--- config.mk ---
export PLATFORM = sky130hd
export DESIGN_NAME = cmis_top
export DESIGN_NICKNAME = d
export VERILOG_FILES = /design/src/hdl/cmis_pkg.sv /design/src/hdl/cmis_div_if.sv /design/src/hdl/cmis_divider.sv /design/src/hdl/cmis_top.sv
export VERILOG_INCLUDE_DIRS = /design/src /design/src/hdl
export SDC_FILE = /design/constraint.sdc
export NUM_CORES = 1
export LEC_CHECK = 0
export BUFFER_PORTS_ARGS = -buffer_cell sky130_fd_sc_hd__buf_4
export CAP_MARGIN = 20
export CORE_UTILIZATION = 55
export CTS_BUF_LIST = sky130_fd_sc_hd__clkbuf_2
export CTS_CLUSTER_DIAMETER = 120
export DETAILED_ROUTE_END_ITERATION = 8
export PLACE_DENSITY_LB_ADDON = 0.08
export REMOVE_ABC_BUFFERS = 1
export SLEW_MARGIN = 30
export SYNTH_ARGS = -nofsm -noshare
export SYNTH_HDL_FRONTEND = slang
export SYNTH_SLANG_ARGS = --single-unit
--- constraint.sdc ---
create_clock -name MCLK -period 3.38 [get_ports MCLK]
set_clock_uncertainty 0.05 [all_clocks]
set_input_delay 0.676 -clock MCLK [delete_from_list [all_inputs] [get_ports MCLK]]
set_output_delay 0.676 -clock MCLK [all_outputs]
set_load 0.005 [all_outputs]
--- src/hdl/cmis_regs.svh ---
// Offsets, field positions, reset values and timing counts of the mode and input select block.
// Assumes a 100 MHz system clock and one aligned 32-bit word per register.
`ifndef CMIS_REGS_SVH
`define CMIS_REGS_SVH

`define CMIS_CLK_MHZ 100
`define CMIS_SCAN_PERIOD_US 5000
`define CMIS_NUM_STROBES 8
`define CMIS_SCAN_DWELL_CYC (`CMIS_SCAN_PERIOD_US * `CMIS_CLK_MHZ / `CMIS_NUM_STROBES)
`define CMIS_GATE_MS_0 10
`define CMIS_GATE_MS_1 100
`define CMIS_GATE_MS_2 1000
`define CMIS_GATE_MS_3 10000
`define CMIS_GATE_SCANS(ms) ((ms) * 1000 / `CMIS_SCAN_PERIOD_US)
`define CMIS_REF_HALF_CYC 5
`define CMIS_DIV_CH1 10
`define CMIS_DIV_CH2 256

`define CMIS_ADDR_CTRL 8'h00
`define CMIS_ADDR_STATUS 8'h04
`define CMIS_ADDR_READING 8'h08
`define CMIS_ADDR_LIVE 8'h0C

`define CMIS_CTRL_FUNCTION_SELECT_LSB 0
`define CMIS_CTRL_GATE_LSB 4
`define CMIS_CTRL_HOLD_BIT 8
`define CMIS_CTRL_CLEAR_BIT 9
`define CMIS_CTRL_FUNCTION_SELECT_RST 3'h0
`define CMIS_CTRL_GATE_RST 2'h2

`define CMIS_ST_INHIBIT_BIT 8
`define CMIS_ST_CHSEL_BIT 9
`define CMIS_ST_DECODE_BIT 10
`define CMIS_ST_MEAS_N_BIT 11
`define CMIS_ST_CNTIN_BIT 12

`define CMIS_RESP_OKAY 2'h0
`define CMIS_RESP_SLVERR 2'h2

`endif

--- src/hdl/cmis_pkg.sv ---
// Types shared by the mode and input select block.
// Assumes cmis_regs.svh for all numeric constants.
package cmis_pkg;
	typedef enum logic [2:0] {FN_KHZ, FN_MHZ, FN_CH2, FN_PERIOD, FN_TOTAL, FN_CHECK} cmis_function_select_t;
	typedef enum logic [1:0] {GATE_10MS, GATE_100MS, GATE_1S, GATE_10S} cmis_gate_t;
	typedef enum {MEAS_IDLE, MEAS_OPEN, MEAS_TOTAL} cmis_meas_t;
endpackage : cmis_pkg

--- src/hdl/cmis_div_if.sv ---
// Carrier between the top block and an edge-counting divider.
// Assumes the source drives one-cycle tick pulses on MCLK.
`timescale 1ns/1ps
interface cmis_div_if;
	logic tick;
	logic clear;
	logic square;
	modport src (output tick, output clear, input square);
	modport div (input tick, input clear, output square);
endinterface : cmis_div_if

--- src/hdl/cmis_divider.sv ---
// Edge-counting divider: square output at 1/DIV of the tick rate.
// Assumes ticks are one-cycle pulses synchronous to MCLK.
`timescale 1ns/1ps
module cmis_divider #(
	parameter int DIV = 10
) (
	input wire logic MCLK,
	input wire logic SYS_RST,
	cmis_div_if.div port_if
);
	localparam int HALF = DIV / 2;
	localparam int W = $clog2(HALF + 1);

	logic [W-1:0] edge_cnt_reg;
	logic square_reg;

	// Refuse odd or tiny ratios while the design is being built
	if (DIV < 2 || (DIV % 2) != 0) begin : g_bad_div
		$error("cmis_divider: DIV must be even and at least 2");
	end

	// Toggle every DIV/2 input edges gives one output cycle per DIV inputs
	always_ff @(posedge MCLK) begin
		if (SYS_RST || port_if.clear) begin
			edge_cnt_reg <= '0;
			square_reg <= 1'b0;
		end else if (port_if.tick) begin
			if (edge_cnt_reg == W'(HALF - 1)) begin
				edge_cnt_reg <= '0;
				square_reg <= ~square_reg;
			end else begin
				edge_cnt_reg <= edge_cnt_reg + 1'b1;
			end
		end
	end

	assign port_if.square = square_reg;
endmodule : cmis_divider

--- src/hdl/cmis_top.sv ---
// Mode selection and counter input routing, with digit scan, gate timer and AXI4-Lite registers.
// Assumes CH1_IN, CH2_IN and EXT_INHIBIT_N are already synchronous to MCLK.
//
// The address map and register access over AXI4-Lite were decided locally.
`timescale 1ns/1ps
`include "cmis_regs.svh"
module cmis_top import cmis_pkg::*; #(
	parameter int DWELL_CYC = `CMIS_SCAN_DWELL_CYC,
	parameter int CNT_W = 32
) (
	input wire logic MCLK,
	input wire logic SYS_RST,
	input wire logic [7:0] S_AXI_AWADDR,
	input wire logic S_AXI_AWVALID,
	output logic S_AXI_AWREADY,
	input wire logic [31:0] S_AXI_WDATA,
	input wire logic [3:0] S_AXI_WSTRB,
	input wire logic S_AXI_WVALID,
	output logic S_AXI_WREADY,
	output logic [1:0] S_AXI_BRESP,
	output logic S_AXI_BVALID,
	input wire logic S_AXI_BREADY,
	input wire logic [7:0] S_AXI_ARADDR,
	input wire logic S_AXI_ARVALID,
	output logic S_AXI_ARREADY,
	output logic [31:0] S_AXI_RDATA,
	output logic [1:0] S_AXI_RRESP,
	output logic S_AXI_RVALID,
	input wire logic S_AXI_RREADY,
	input wire logic CH1_IN,
	input wire logic CH2_IN,
	input wire logic EXT_INHIBIT_N,
	output logic [7:0] DIGIT_STROBE,
	output logic GATE_TIME_CTL,
	output logic DECIMAL_CTL,
	output logic FUNCTION_CTL,
	output logic CHANNEL_SELECT,
	output logic MODE_DECODE,
	output logic TOTAL_GATE,
	output logic INHIBIT,
	output logic DIRECT_GATE,
	output logic COUNTER_IN,
	output logic MEAS_ACTIVE_N,
	output logic GATE_IND_ON
);
	localparam int DW_W = $clog2(DWELL_CYC + 1);

	// Each strobe must dwell at least two cycles for the scan check
	if (DWELL_CYC < 2 || CNT_W < 13 || CNT_W > 32) begin : g_bad_param
		$error("cmis_top: DWELL_CYC must be >= 2 and CNT_W within 13..32");
	end

	cmis_function_select_t function_select_reg;
	cmis_gate_t gate_reg;
	logic hold_reg, clear_reg;
	logic aw_got_reg, w_got_reg, bvalid_reg, awready_reg, wready_reg, arready_reg, rvalid_reg;
	logic [7:0] aw_addr_reg;
	logic [31:0] w_data_reg, rdata_reg;
	logic [3:0] w_strb_reg;
	logic [1:0] bresp_reg, rresp_reg;
	logic [DW_W-1:0] dwell_reg;
	logic [7:0] strobe_reg, strobe_out_reg;
	logic scan_end;
	logic gate_ctl_reg, dec_ctl_reg, function_select_ctl_reg, chsel_reg, decode_reg, total_reg;
	logic inhibit_reg, direct_reg, cnt_in_reg, cnt_prev_reg, meas_n_reg, gate_ind_reg;
	logic ch1_q_reg, ch2_q_reg, ref_reg;
	logic [2:0] ref_cnt_reg;
	logic src_sel, blocked;
	cmis_meas_t meas_reg;
	logic [11:0] scans_reg, scans_target;
	logic [CNT_W-1:0] live_reg, reading_reg;
	logic [31:0] status_word;

	cmis_div_if div10_if ();
	cmis_div_if pre256_if ();

	// AXI4-Lite write: address and data taken in either order, response after both
	always_ff @(posedge MCLK) begin
		if (SYS_RST) begin
			awready_reg <= 1'b1;
			wready_reg <= 1'b1;
			aw_got_reg <= 1'b0;
			w_got_reg <= 1'b0;
			bvalid_reg <= 1'b0;
			bresp_reg <= `CMIS_RESP_OKAY;
			aw_addr_reg <= 8'h00;
			w_data_reg <= 32'h0000_0000;
			w_strb_reg <= 4'h0;
		end else begin
			if (S_AXI_AWVALID && awready_reg) begin
				aw_got_reg <= 1'b1;
				awready_reg <= 1'b0;
				aw_addr_reg <= S_AXI_AWADDR;
			end
			if (S_AXI_WVALID && wready_reg) begin
				w_got_reg <= 1'b1;
				wready_reg <= 1'b0;
				w_data_reg <= S_AXI_WDATA;
				w_strb_reg <= S_AXI_WSTRB;
			end
			if (aw_got_reg && w_got_reg && !bvalid_reg) begin
				bvalid_reg <= 1'b1;
				bresp_reg <= (aw_addr_reg == `CMIS_ADDR_CTRL) ? `CMIS_RESP_OKAY : `CMIS_RESP_SLVERR;
				aw_got_reg <= 1'b0;
				w_got_reg <= 1'b0;
			end
			if (bvalid_reg && S_AXI_BREADY) begin
				bvalid_reg <= 1'b0;
				awready_reg <= 1'b1;
				wready_reg <= 1'b1;
			end
		end
	end

	// Control register; illegal function codes keep the old selection
	always_ff @(posedge MCLK) begin
		if (SYS_RST) begin
			function_select_reg <= cmis_function_select_t'(`CMIS_CTRL_FUNCTION_SELECT_RST);
			gate_reg <= cmis_gate_t'(`CMIS_CTRL_GATE_RST);
			hold_reg <= 1'b0;
			clear_reg <= 1'b0;
		end else begin
			clear_reg <= 1'b0;
			if (aw_got_reg && w_got_reg && !bvalid_reg && aw_addr_reg == `CMIS_ADDR_CTRL) begin
				if (w_strb_reg[0]) begin
					if (w_data_reg[`CMIS_CTRL_FUNCTION_SELECT_LSB +: 3] <= 3'(FN_CHECK)) begin
						function_select_reg <= cmis_function_select_t'(w_data_reg[`CMIS_CTRL_FUNCTION_SELECT_LSB +: 3]);
					end
					gate_reg <= cmis_gate_t'(w_data_reg[`CMIS_CTRL_GATE_LSB +: 2]);
				end
				if (w_strb_reg[1]) begin
					hold_reg <= w_data_reg[`CMIS_CTRL_HOLD_BIT];
					clear_reg <= w_data_reg[`CMIS_CTRL_CLEAR_BIT];
				end
			end
		end
	end

	always_comb begin
		status_word = 32'h0000_0000;
		status_word[7:0] = strobe_out_reg;
		status_word[`CMIS_ST_INHIBIT_BIT] = inhibit_reg;
		status_word[`CMIS_ST_CHSEL_BIT] = chsel_reg;
		status_word[`CMIS_ST_DECODE_BIT] = decode_reg;
		status_word[`CMIS_ST_MEAS_N_BIT] = meas_n_reg;
		status_word[`CMIS_ST_CNTIN_BIT] = cnt_in_reg;
	end

	// AXI4-Lite read: one cycle from address to data
	always_ff @(posedge MCLK) begin
		if (SYS_RST) begin
			arready_reg <= 1'b1;
			rvalid_reg <= 1'b0;
			rdata_reg <= 32'h0000_0000;
			rresp_reg <= `CMIS_RESP_OKAY;
		end else if (S_AXI_ARVALID && arready_reg) begin
			arready_reg <= 1'b0;
			rvalid_reg <= 1'b1;
			rresp_reg <= `CMIS_RESP_OKAY;
			case (S_AXI_ARADDR)
				`CMIS_ADDR_CTRL: begin
					rdata_reg <= {22'h00_0000, 1'b0, hold_reg, 2'h0, gate_reg, 1'b0, function_select_reg};
				end
				`CMIS_ADDR_STATUS: begin
					rdata_reg <= status_word;
				end
				`CMIS_ADDR_READING: begin
					rdata_reg <= 32'(reading_reg);
				end
				`CMIS_ADDR_LIVE: begin
					rdata_reg <= 32'(live_reg);
				end
				default: begin
					rdata_reg <= 32'h0000_0000;
					rresp_reg <= `CMIS_RESP_SLVERR;
				end
			endcase
		end else if (rvalid_reg && S_AXI_RREADY) begin
			rvalid_reg <= 1'b0;
			arready_reg <= 1'b1;
		end
	end

	// Digit strobe scan, one strobe active at a time
	assign scan_end = strobe_reg[7] && dwell_reg == DW_W'(DWELL_CYC - 1);
	always_ff @(posedge MCLK) begin
		if (SYS_RST) begin
			dwell_reg <= '0;
			strobe_reg <= 8'h01;
		end else if (dwell_reg == DW_W'(DWELL_CYC - 1)) begin
			dwell_reg <= '0;
			strobe_reg <= {strobe_reg[6:0], strobe_reg[7]};
		end else begin
			dwell_reg <= dwell_reg + 1'b1;
		end
	end

	// Strobe feedback to the counter's gate, function and decimal controls
	always_ff @(posedge MCLK) begin
		if (SYS_RST) begin
			strobe_out_reg <= 8'h00;
			gate_ctl_reg <= 1'b0;
			dec_ctl_reg <= 1'b0;
			function_select_ctl_reg <= 1'b0;
		end else begin
			strobe_out_reg <= strobe_reg;
			gate_ctl_reg <= strobe_reg[gate_reg];
			case (function_select_reg)
				FN_MHZ: begin
					dec_ctl_reg <= strobe_reg[3'(gate_reg) + 3'd3];
				end
				FN_CH2: begin
					dec_ctl_reg <= strobe_reg[3'(gate_reg) + 3'd2];
				end
				default: begin
					dec_ctl_reg <= 1'b0;
				end
			endcase
			case (function_select_reg)
				FN_PERIOD: begin
					function_select_ctl_reg <= strobe_reg[7];
				end
				FN_TOTAL: begin
					function_select_ctl_reg <= strobe_reg[3];
				end
				FN_CHECK: begin
					function_select_ctl_reg <= strobe_reg[2];
				end
				default: begin
					function_select_ctl_reg <= strobe_reg[0];
				end
			endcase
		end
	end

	// Input edge capture and 10 MHz self-check reference
	always_ff @(posedge MCLK) begin
		if (SYS_RST) begin
			ch1_q_reg <= 1'b0;
			ch2_q_reg <= 1'b0;
			ref_cnt_reg <= 3'h0;
			ref_reg <= 1'b0;
		end else begin
			ch1_q_reg <= CH1_IN;
			ch2_q_reg <= CH2_IN;
			if (ref_cnt_reg == 3'(`CMIS_REF_HALF_CYC - 1)) begin
				ref_cnt_reg <= 3'h0;
				ref_reg <= ~ref_reg;
			end else begin
				ref_cnt_reg <= ref_cnt_reg + 1'b1;
			end
		end
	end

	assign div10_if.tick = CH1_IN && !ch1_q_reg;
	assign div10_if.clear = 1'b0;
	assign pre256_if.tick = CH2_IN && !ch2_q_reg;
	assign pre256_if.clear = 1'b0;

	cmis_divider #(.DIV(`CMIS_DIV_CH1)) u_decade_divider (
		.MCLK(MCLK),
		.SYS_RST(SYS_RST),
		.port_if(div10_if)
	);

	cmis_divider #(.DIV(`CMIS_DIV_CH2)) u_ch2_prescaler (
		.MCLK(MCLK),
		.SYS_RST(SYS_RST),
		.port_if(pre256_if)
	);

	// Source selection and totalize gating
	assign blocked = (function_select_reg == FN_TOTAL) && (hold_reg || !EXT_INHIBIT_N);
	always_comb begin
		case (function_select_reg)
			FN_CH2: begin
				src_sel = pre256_if.square;
			end
			FN_MHZ: begin
				src_sel = div10_if.square;
			end
			FN_CHECK: begin
				src_sel = ref_reg;
			end
			default: begin
				src_sel = CH1_IN;
			end
		endcase
	end

	always_ff @(posedge MCLK) begin
		if (SYS_RST) begin
			chsel_reg <= 1'b0;
			decode_reg <= 1'b0;
			total_reg <= 1'b0;
			inhibit_reg <= 1'b0;
			direct_reg <= 1'b0;
			cnt_in_reg <= 1'b0;
			cnt_prev_reg <= 1'b0;
		end else begin
			cnt_prev_reg <= cnt_in_reg;
			chsel_reg <= function_select_reg == FN_CH2;
			decode_reg <= function_select_reg == FN_MHZ || function_select_reg == FN_CH2;
			total_reg <= function_select_reg == FN_TOTAL;
			inhibit_reg <= blocked;
			direct_reg <= blocked ? 1'b1 : ~src_sel;
			cnt_in_reg <= blocked ? 1'b0 : src_sel;
		end
	end

	// Gate timer, reading counter and clear switch
	always_comb begin
		case (gate_reg)
			GATE_10MS: begin
				scans_target = 12'(`CMIS_GATE_SCANS(`CMIS_GATE_MS_0));
			end
			GATE_100MS: begin
				scans_target = 12'(`CMIS_GATE_SCANS(`CMIS_GATE_MS_1));
			end
			GATE_1S: begin
				scans_target = 12'(`CMIS_GATE_SCANS(`CMIS_GATE_MS_2));
			end
			default: begin
				scans_target = 12'(`CMIS_GATE_SCANS(`CMIS_GATE_MS_3));
			end
		endcase
	end

	always_ff @(posedge MCLK) begin
		if (SYS_RST || clear_reg) begin
			meas_reg <= MEAS_IDLE;
			scans_reg <= 12'h000;
			live_reg <= '0;
			reading_reg <= '0;
		end else begin
			// Count rising edges of the routed counter input
			if (cnt_in_reg && !cnt_prev_reg && meas_reg != MEAS_IDLE) begin
				live_reg <= live_reg + 1'b1;
			end
			case (meas_reg)
				MEAS_IDLE: begin
					scans_reg <= 12'h000;
					live_reg <= '0;
					meas_reg <= (function_select_reg == FN_TOTAL) ? MEAS_TOTAL : MEAS_OPEN;
				end
				MEAS_OPEN: begin
					if (function_select_reg == FN_TOTAL) begin
						meas_reg <= MEAS_IDLE;
					end else if (scan_end) begin
						if (scans_reg >= scans_target - 12'h001) begin
							reading_reg <= live_reg;
							meas_reg <= MEAS_IDLE;
						end else begin
							scans_reg <= scans_reg + 12'h001;
						end
					end
				end
				MEAS_TOTAL: begin
					reading_reg <= live_reg;
					if (function_select_reg != FN_TOTAL) begin
						meas_reg <= MEAS_IDLE;
					end
				end
				default: begin
					meas_reg <= MEAS_IDLE;
				end
			endcase
		end
	end

	always_ff @(posedge MCLK) begin
		if (SYS_RST) begin
			meas_n_reg <= 1'b1;
			gate_ind_reg <= 1'b0;
		end else begin
			meas_n_reg <= !(meas_reg == MEAS_OPEN || (meas_reg == MEAS_TOTAL && !blocked));
			gate_ind_reg <= meas_reg == MEAS_OPEN || (meas_reg == MEAS_TOTAL && !blocked);
		end
	end

	assign S_AXI_AWREADY = awready_reg;
	assign S_AXI_WREADY = wready_reg;
	assign S_AXI_BVALID = bvalid_reg;
	assign S_AXI_BRESP = bresp_reg;
	assign S_AXI_ARREADY = arready_reg;
	assign S_AXI_RVALID = rvalid_reg;
	assign S_AXI_RDATA = rdata_reg;
	assign S_AXI_RRESP = rresp_reg;
	assign DIGIT_STROBE = strobe_out_reg;
	assign GATE_TIME_CTL = gate_ctl_reg;
	assign DECIMAL_CTL = dec_ctl_reg;
	assign FUNCTION_CTL = function_select_ctl_reg;
	assign CHANNEL_SELECT = chsel_reg;
	assign MODE_DECODE = decode_reg;
	assign TOTAL_GATE = total_reg;
	assign INHIBIT = inhibit_reg;
	assign DIRECT_GATE = direct_reg;
	assign COUNTER_IN = cnt_in_reg;
	assign MEAS_ACTIVE_N = meas_n_reg;
	assign GATE_IND_ON = gate_ind_reg;
endmodule : cmis_top

* Word-level counts from Yosys, hierarchy flattened
Index checks and enable logic that the tools add are counted.
** Storage, ports and cells
- Register bits after elaboration :: 241
- Bits of input ports :: 62
- Output and inout port bits :: 60
- Word-level logic and storage cells :: 174
** Cells by class
- $add $sub $neg :: 9
- Order comparisons :: 5
- Eq/ne operators :: 26
- Mux-type cells :: 34
- Bitwise operators :: 6
- Reductions and logical operators :: 50
** Operators by type and width (number)
- $mux W32 :: 7
- $pmux W32 S4 :: 1
- $pmux W32 S3 :: 1
- $eq A32 B2 Y1 const B :: 2
- $pmux W32 S2 :: 1
- $mux W12 :: 3
- $pmux W11 S3 :: 1
- $add A32 B1 Y32 const B :: 1
- $eq A32 B1 Y1 const B :: 1
- $eq A32 B3 Y1 const B :: 1
- $logic_not A32 Y1 :: 1
- $reduce_bool A32 Y1 :: 1
- $pmux W12 S2 :: 1
- $add A16 B1 Y16 const B :: 1
- $eq A16 B16 Y1 const B :: 1
- $eq A8 B4 Y1 const B :: 2
- $logic_not A8 Y1 :: 2
- $logic_and A1 B1 Y1 :: 15
- $add A12 B1 Y12 const B :: 1
- $eq A3 B3 Y1 const B :: 4
- $ge A12 B12 Y1 :: 1
- $reduce_or A2 Y1 :: 6
- $sub A12 B1 Y12 const B :: 1
- $ne A2 B2 Y1 const B :: 5
- 31 further kinds :: 69

* Longest topological paths before layout
Gate-level depths: netlist (run 1).
- Word-level depth :: 8
- Mapped depth :: 13
- Mapped depth without buffers :: 10

* Hierarchy
From an unflattened synthesis (run 1), not the netlist that was laid out.
** Second synthesis, totals
- Cell total of the unflattened synthesis :: 991
- Area total of the unflattened synthesis :: 8916.1 sq um
** Modules (own cells, without submodules)
- cmis_top :: times used 1, cells each 923, area an instance 8294.2 sq um, seq. area each 3863.7 sq um
- cmis_divider at u_ch2_prescaler :: times used 1, cells each 46, area an instance 421.7 sq um, seq. area each 180.2 sq um
- cmis_divider at u_decade_divider :: times used 1, cells each 22, area an instance 200.2 sq um, seq. area each 80.1 sq um

* Worst setup path after synthesis (run 1)
Ideal clock, no wire load.
- Path kind :: reg-to-reg
- From :: register gate_reg[0]
- To :: register scans_reg[10]
- Library setup time :: 0.070 ns
- Data arrival time :: 2.771 ns
- Required time :: 3.260 ns
- Slack :: 0.489 ns
- Stages on the path, launching flop included :: 12
- Buffers on the path :: 1
- Period minus slack after synthesis :: 2.891 ns
- Cells stage by stage :: dfxtp_1 clkbuf_1 inv_1 ha_1 nor2_1 ha_1 a21oi_1 o21ai_0 a221oi_4 a21oi_2 or4_1 a21oi_1
** Between the ends
- Word-level cells in the longest chain between the ends :: 6
- Elaborated cells between the ends (all ways) :: 8
- Classes of those cells :: add/sub: 1; order compare: 1; eq/ne: 3; mux: 1; reduce/logical: 2
** RTL lines
- start: declaration :: line cmis_top.sv:54 : cmis_gate_t gate_reg;
- start signal: assignment :: line cmis_top.sv:119 : gate_reg <= cmis_gate_t'(`CMIS_CTRL_GATE_RST);
- start signal: assignment :: line cmis_top.sv:129 : gate_reg <= cmis_gate_t'(w_data_reg[`CMIS_CTRL_GATE_LSB +: 2]);
- $eq A2 B2 Y1 (tied with other cells) :: line cmis_top.sv:313 : case (gate_reg)
- $pmux W11 S3 (*) :: line cmis_top.sv:313
- $sub A12 B1 Y12 (*) :: line cmis_top.sv:350 : if (scans_reg >= scans_target - 12'h001) begin
- $ge A12 B12 Y1 (*) :: line cmis_top.sv:350
- $ne A2 B2 Y1 (no line) (*)
- $reduce_and A4 Y1 (no line) (*)
- end signal: assignment :: line cmis_top.sv:354 : scans_reg <= scans_reg + 12'h001;
- end: declaration :: line cmis_top.sv:70 : logic [11:0] scans_reg, scans_target;
Mark *: on every way between the ends. The rest lies on a longest branch, timed or not.
A chain may end at the register's enable or synchronous reset.

* Final worst setup path (run 1)
- From :: register gate_reg[1]
- To :: register scans_reg[10]
Same word-level chain as after synthesis.

==> results.toml, run 1 <==
[synthesis]
yosys.area.top_type = "dfxtp_1"
synth_top_cells_by_area = "dfxtp_1 47%, nor2_1 7.0%, mux2i_1 5.0%"
synth_enable_flop_cells = 0
yosysMostFrequentCell = "dfxtp_1"
yosys.cell_types.count = 58
yosys-top-cells-count = "206 x dfxtp_1, 166 x nor2_1, 77 x nand2_1"
synth_area_sq_um = 8870
synthCells = 976
synth_area_per_cell_sq_um = 9.08
yosys_warnings = 0
synth_ff_type = "dfxtp_1"
synth_top_cell_area_share_pct = 46.5
ys_async_sr_fraction_pct = 0
yosysSeqAreaShare_pct = 46.5
ys_seq_elements = 206

[floorplanning]
die_w_microns = 129
die_area_sq_um = 16600
die_h_microns = 129
initial_core_util_pct = 56.0
num_io_pins = 122
core_sq_um = 15800
rows = 46

[sta]
worstMarginPinSlew_ps = 812
setup-violations-final = 0
worst_slew_margin_rel_pct = 45.9
slew_viol_final = 0
fin_crit_sh_pct = 91.3
max_freq_ghz = 0.324
final_hold_viol_count = 0
rsz0062_at_grt = "false"
post-route-min-period_ps = 3090
hold_ws_ps = 93.4

[drt]
via_count = 7095
drt-wirelength-per-cell_microns = 14.3
viasPerCell = 5.35
drc_errors = 0
first_pass_iters = 4
antenna_left = 0
first_iter_violations = 244
wl_microns = 19000

[critical_path]
reg2regPathDepth = 10
r2r-start = "gate_reg[1]$_SDFFE_PP1P_"
reg2reg_setup_slack_ps = 290
cp.required_ps = 4030
crit_type = "flop to flop"
worstPathMaxFanout = 24
r2r-end = "scans_reg[10]$_SDFFE_PP0P_"
cp-start-kind = "flop"
cp-end-kind = "flop"
cp.arrival_ps = 3740

[cells_and_area]
area_growth_pct = 14.4
num-fill-cells = 1411
register_area_sq_um = 4130
multi_input_area_sq_um = 4460
fin_util_pct = 64.1
finalNetCount = 1174
final_cells = 1327
drive_gt1_share_pct = 18.3

[grt]
grt_pass1_wl_microns = 31300
antenna_found_initial = 1
grt_pass1_vias = 6735
grt_start_max_net_pins = 63
track_usage_pct = 23.3
grt.overflow.total = 0

[clocking]
cts_buffer_depth = 3
cts-htree-levels = 2
path_clk_slew_ps = 100
clk_latency_ps = 780
numCtsBuffers = 51
cts_tree = "done"
cts.sinks = 206
clockRootBuffer = "clkbuf_2"
post_cts_buffers = 0

[min_path]
min_to = "ch2_q_reg$_SDFF_PP0_"
hold_depth = 2
min-delay-start = "CH2_IN"
hp-class = "input port to flop"

[place]
io_buffers = 92
dp_hpwl_microns = 12700
placed_cells = 1249
finalWeightedCongestion = 0.794

[power_and_ir_drop]
irDropWorstVdd_v = 0.000242
p_per_area_nw_per_um2 = 422
p_leak_nw = 4.00

[outcome]
status = "completed"

[flow_run]
maxCapViolCount = 0
## through the flow
step	setup WS, ps	instance area, sq um	total power, mW	TNS (ps)
6_report	292	10100	4.28	0
5_1_grt	36.9	10100	4.49	0
3_3_place_gp	252	9730	2.80	0
4_1_cts	144	10100	4.33	0
3_5_place_dp	145	9730	2.81	0
2_1_floorplan	-147	8640	2.68	-4720
## layout make-up
type / instances / share of cell area, %
Antenna cell: 1 / 0.0247
Clock buffer: 67 / 3.31
Clock inverter: 9 / 0.604
Inverter: 19 / 0.703
Multi-Input combinational cell: 702 / 44.0
Sequential cell: 206 / 40.7
Tap cell: 216 / 2.66
Timing Repair Buffer: 107 / 8.07
## cell families (layout without fill, tap and decap cells)
| group | after synthesis | in the layout | share of synthesized area [%] |
|---|---|---|---|
| other | 2 | 5 | 0.0847 |
| muxes | 55 | 55 | 6.87 |
| xor gates and xnor gates | 55 | 55 | 5.43 |
| buffers and inverters | 70 | 202 | 3.43 |
| DFF | 206 | 206 | 46.5 |
| adders and majority gates | 25 | 25 | 3.53 |
| AOI/OAI and AO/OA | 156 | 156 | 12.1 |
| and+or+nand+nor | 407 | 407 | 22.0 |
## repair_timing
| item | 4_1_cts | 5_1_grt |
|---|---|---|
| hold buffers | 1 | 0 |
| setup endpoints to repair | 0 | 4 |
| gates resized for setup | 0 | 1 |
| hold endpoints to repair | 1 | 0 |
## worst max-delay path by stage
stage | startpoint | endpoint | slack, ps | depth (start not counted)
after detailed placement | gate_reg[0]$_SDFFE_PP0P_ | scans_reg[10]$_SDFFE_PP0P_ | 150 | 10
after global routing | gate_reg[0]$_SDFFE_PP0P_ | scans_reg[10]$_SDFFE_PP0P_ | 40 | 10
final | gate_reg[1]$_SDFFE_PP1P_ | scans_reg[10]$_SDFFE_PP0P_ | 290 | 10
after CTS | gate_reg[0]$_SDFFE_PP0P_ | scans_reg[10]$_SDFFE_PP0P_ | 140 | 10
after floorplan | gate_reg[0]$_SDFFE_PP0P_ | reading_reg[0]$_SDFFE_PP0P_ | -150 | 10
after global placement | gate_reg[0]$_SDFFE_PP0P_ | scans_reg[10]$_SDFFE_PP0P_ | 250 | 10
## per-layer routing
| layer | part of all wire [%] | track usage, % | vias up |
|---|---|---|---|
| met3 | 3.9 | 4.16 | 30 |
| met5 | 0 | 0 | - |
| met4 | 1.9 | 9.13 | 0 |
| li1 | - | - | 3644 |
| met1 | 45 | 27.8 | 3266 |
| met2 | 49 | 41.7 | 155 |
## cell usage in the layout, fill, tap and decap left out, types with 26 or more instances in the layout
master      n
buf_4     105
a21oi_1    53
nand3_1    44
dfxtp_1   205
clkbuf_2   67
a22oi_1    32
nand2_1    77
nor2_1    165
xor2_1     35
a22o_1     26
mux2i_1    44
## where the power goes
part           internal [mW]  switching [mW]
Sequential              2.47          0.0332
Clock                  0.598           0.934
Combinational          0.101           0.150
Total                   3.16            1.12
## critical path: stages, from the launching register on
cell and delay, ps:
dfxtp_1 540, inv_1 150, ha_1 230, xor2_1 160
ha_1 270, nand2_1 60, o21ai_0 150, a221oi_4 400
a21oi_2 280, or4_1 550, a21oi_1 150
Power figures use the tool's default switching activity.
==> inputs of run 2 (changes only) <==
- CAP_MARGIN: 20 -> not set
- PLACE_DENSITY: not set -> 0.82
- PLACE_DENSITY_LB_ADDON: 0.08 -> not set
==> results.toml, run 2 (synthesized netlist as in run 1, its figures left out) <==
[cells_and_area]
drive_gt1_share_pct = 18.7
final_common_cell = "dfxtp_1"
n_antenna_cell = 0
area_growth_pct = 15.0
finalNetCount = 1173
register_area_sq_um = 4120
layout_common_cells = "206 x dfxtp_1, 165 x nor2_1, 104 x buf_4"
multi_input_area_sq_um = 4470
fin_util_pct = 64.4
num-fill-cells = 1324

[sta]
setup-violations-final = 0
worstMarginPinSlew_ps = 829
final_hold_viol_count = 0
post-route-min-period_ps = 3080
max_freq_ghz = 0.325
slew_viol_final = 0
setup_slack_ps = 299
fin_crit_sh_pct = 91.2
worst_slew_margin_rel_pct = 44.8
rsz0062_at_grt = "false"

[grt]
grt.overflow.total = 0
track_usage_pct = 23.6
antenna_found_initial = 0
grt_pass1_vias = 6970
grt_pass1_wl_microns = 31900
grt_start_max_net_pins = 83

[critical_path]
cp.arrival_ps = 3700
max_stage_delay_ps = 530
crit_type = "flop to flop"
worstPathMaxFanout = 24
path_cells = "inv_1 -> ha_1 -> nor2_1 -> ha_1 -> a21oi_1 -> o21ai_0 -> a221oi_4 -> a21oi_4 -> or4_1 -> a21oi_1"
cp.buffers_inverters = 1
slowest_stage = "or4_1"
critPathTopFamily = "compound AO/OA/AOI/OAI gates"
cp-end-kind = "flop"
cp-start-kind = "flop"
cp.required_ps = 4000
setup.worst_path.start = "gate_reg[0]$_SDFFE_PP0P_"
r2r-start = "gate_reg[0]$_SDFFE_PP0P_"

[outcome]
violations = "design-rule violations"
status = "finished with violations"

[power_and_ir_drop]
p_sw_mw = 1.13
seqPwrFrac_pct = 57.5
swShare_pct = 25.9
p_per_area_nw_per_um2 = 426
irDropWorstVdd_v = 0.000479
power_frac_clock_pct = 36.7
p_comb_share_pct = 5.8
internal-power_mw = 3.22
p_leak_nw = 4.03

[drt]
antenna_left = 0
drc_errors = 1
drt-wirelength-per-cell_microns = 14.1
viasPerCell = 5.42
first_iter_violations = 544
via_count = 7232
first_pass_iters = 7
wl_microns = 18900

[place]
finalWeightedCongestion = 0.835
dp_hpwl_microns = 13000
io_buffers = 92
pre_cts_slack_ps = 302

[clocking]
cts_buffer_depth = 3
post_cts_buffers = 0
numCtsBuffers = 51
clk_latency_ps = 790
path_clk_slew_ps = 110
clockRootBuffer = "clkbuf_2"
cts-htree-levels = 2
cts.sinks = 206
cts_tree = "done"

[floorplanning]
die_w_microns = 129
rows = 46
die_h_microns = 129
num_io_pins = 122
initial_core_util_pct = 56.0
core_sq_um = 15800
die_area_sq_um = 16600

[flow_run]
maxCapViolCount = 0

[min_path]
hp-class = "input port to flop"
min-delay-start = "S_AXI_WVALID"
run 2: cell types whose count changed in the layout (fill, tap and decap cells not counted), sizes merged:
cell	delta
diode	-1
clkbuf	+7
buf	-1
clkinv	+3
run 2: what timing repair did:
action | CTS | global route
hold endpoints to repair | 1 | 0
gates resized for setup | 0 | 1
setup endpoints to repair | 0 | 1
hold buffers | 1 | 0
run 2: metal layers:
metal  global-route usage (%)  vias to the layer above  part of all wire [%]  wire length (microns)
li1                         -                     3636                     -                      -
met1                     28.5                     3377                    44                   8210
met2                     40.9                      184                    49                   9300
met3                     4.62                       35                   4.7                    882
met4                     10.0                        0                   2.5                    465
met5                        0                        -                     0                      0
run 2: final cells by class:
class | instances | area share (%)
Timing Repair Buffer | 106 | 7.95
Inverter | 19 | 0.700
Tap cell | 216 | 2.65
Multi-Input combinational cell | 702 | 43.9
Clock inverter | 12 | 0.712
Clock buffer | 74 | 3.63
Sequential cell | 206 | 40.5
run 2: path summary, 6_finish.rpt:
kind	end	slack [ps]	cells after the start
worst max register to register	scans_reg[10]$_SDFFE_PP0P_	300	10
worst max-delay path	scans_reg[10]$_SDFFE_PP0P_	300	10
worst min register to register	aw_addr_reg[7]$_SDFFE_PP0P_	400	2
worst min-delay path	S_AXI_WREADY$_SDFFE_PP1P_	80	2
run 2: power groups by stage:
stage / clock (mW) / combinational [mW] / sequential, mW
2_1_floorplan: 0 / 0.131 / 2.55
3_3_place_gp: 0 / 0.244 / 2.55
3_5_place_dp: 0 / 0.249 / 2.55
4_1_cts: 1.65 / 0.251 / 2.50
5_1_grt: 1.78 / 0.281 / 2.51
6_report: 1.60 / 0.251 / 2.50
run 2: through the flow:
step	TNS, ps	area (sq um)	cells	hold slack, ps	power, mW
after detailed placement	0	9730	1248	393	2.80
after floorplan	-4720	8640	927	375	2.68
after CTS	0	10200	1335	10.1	4.40
final	0	10200	1335	76.9	4.35
after global placement	0	9730	1248	390	2.80
after global routing	0	10200	1335	49.7	4.57
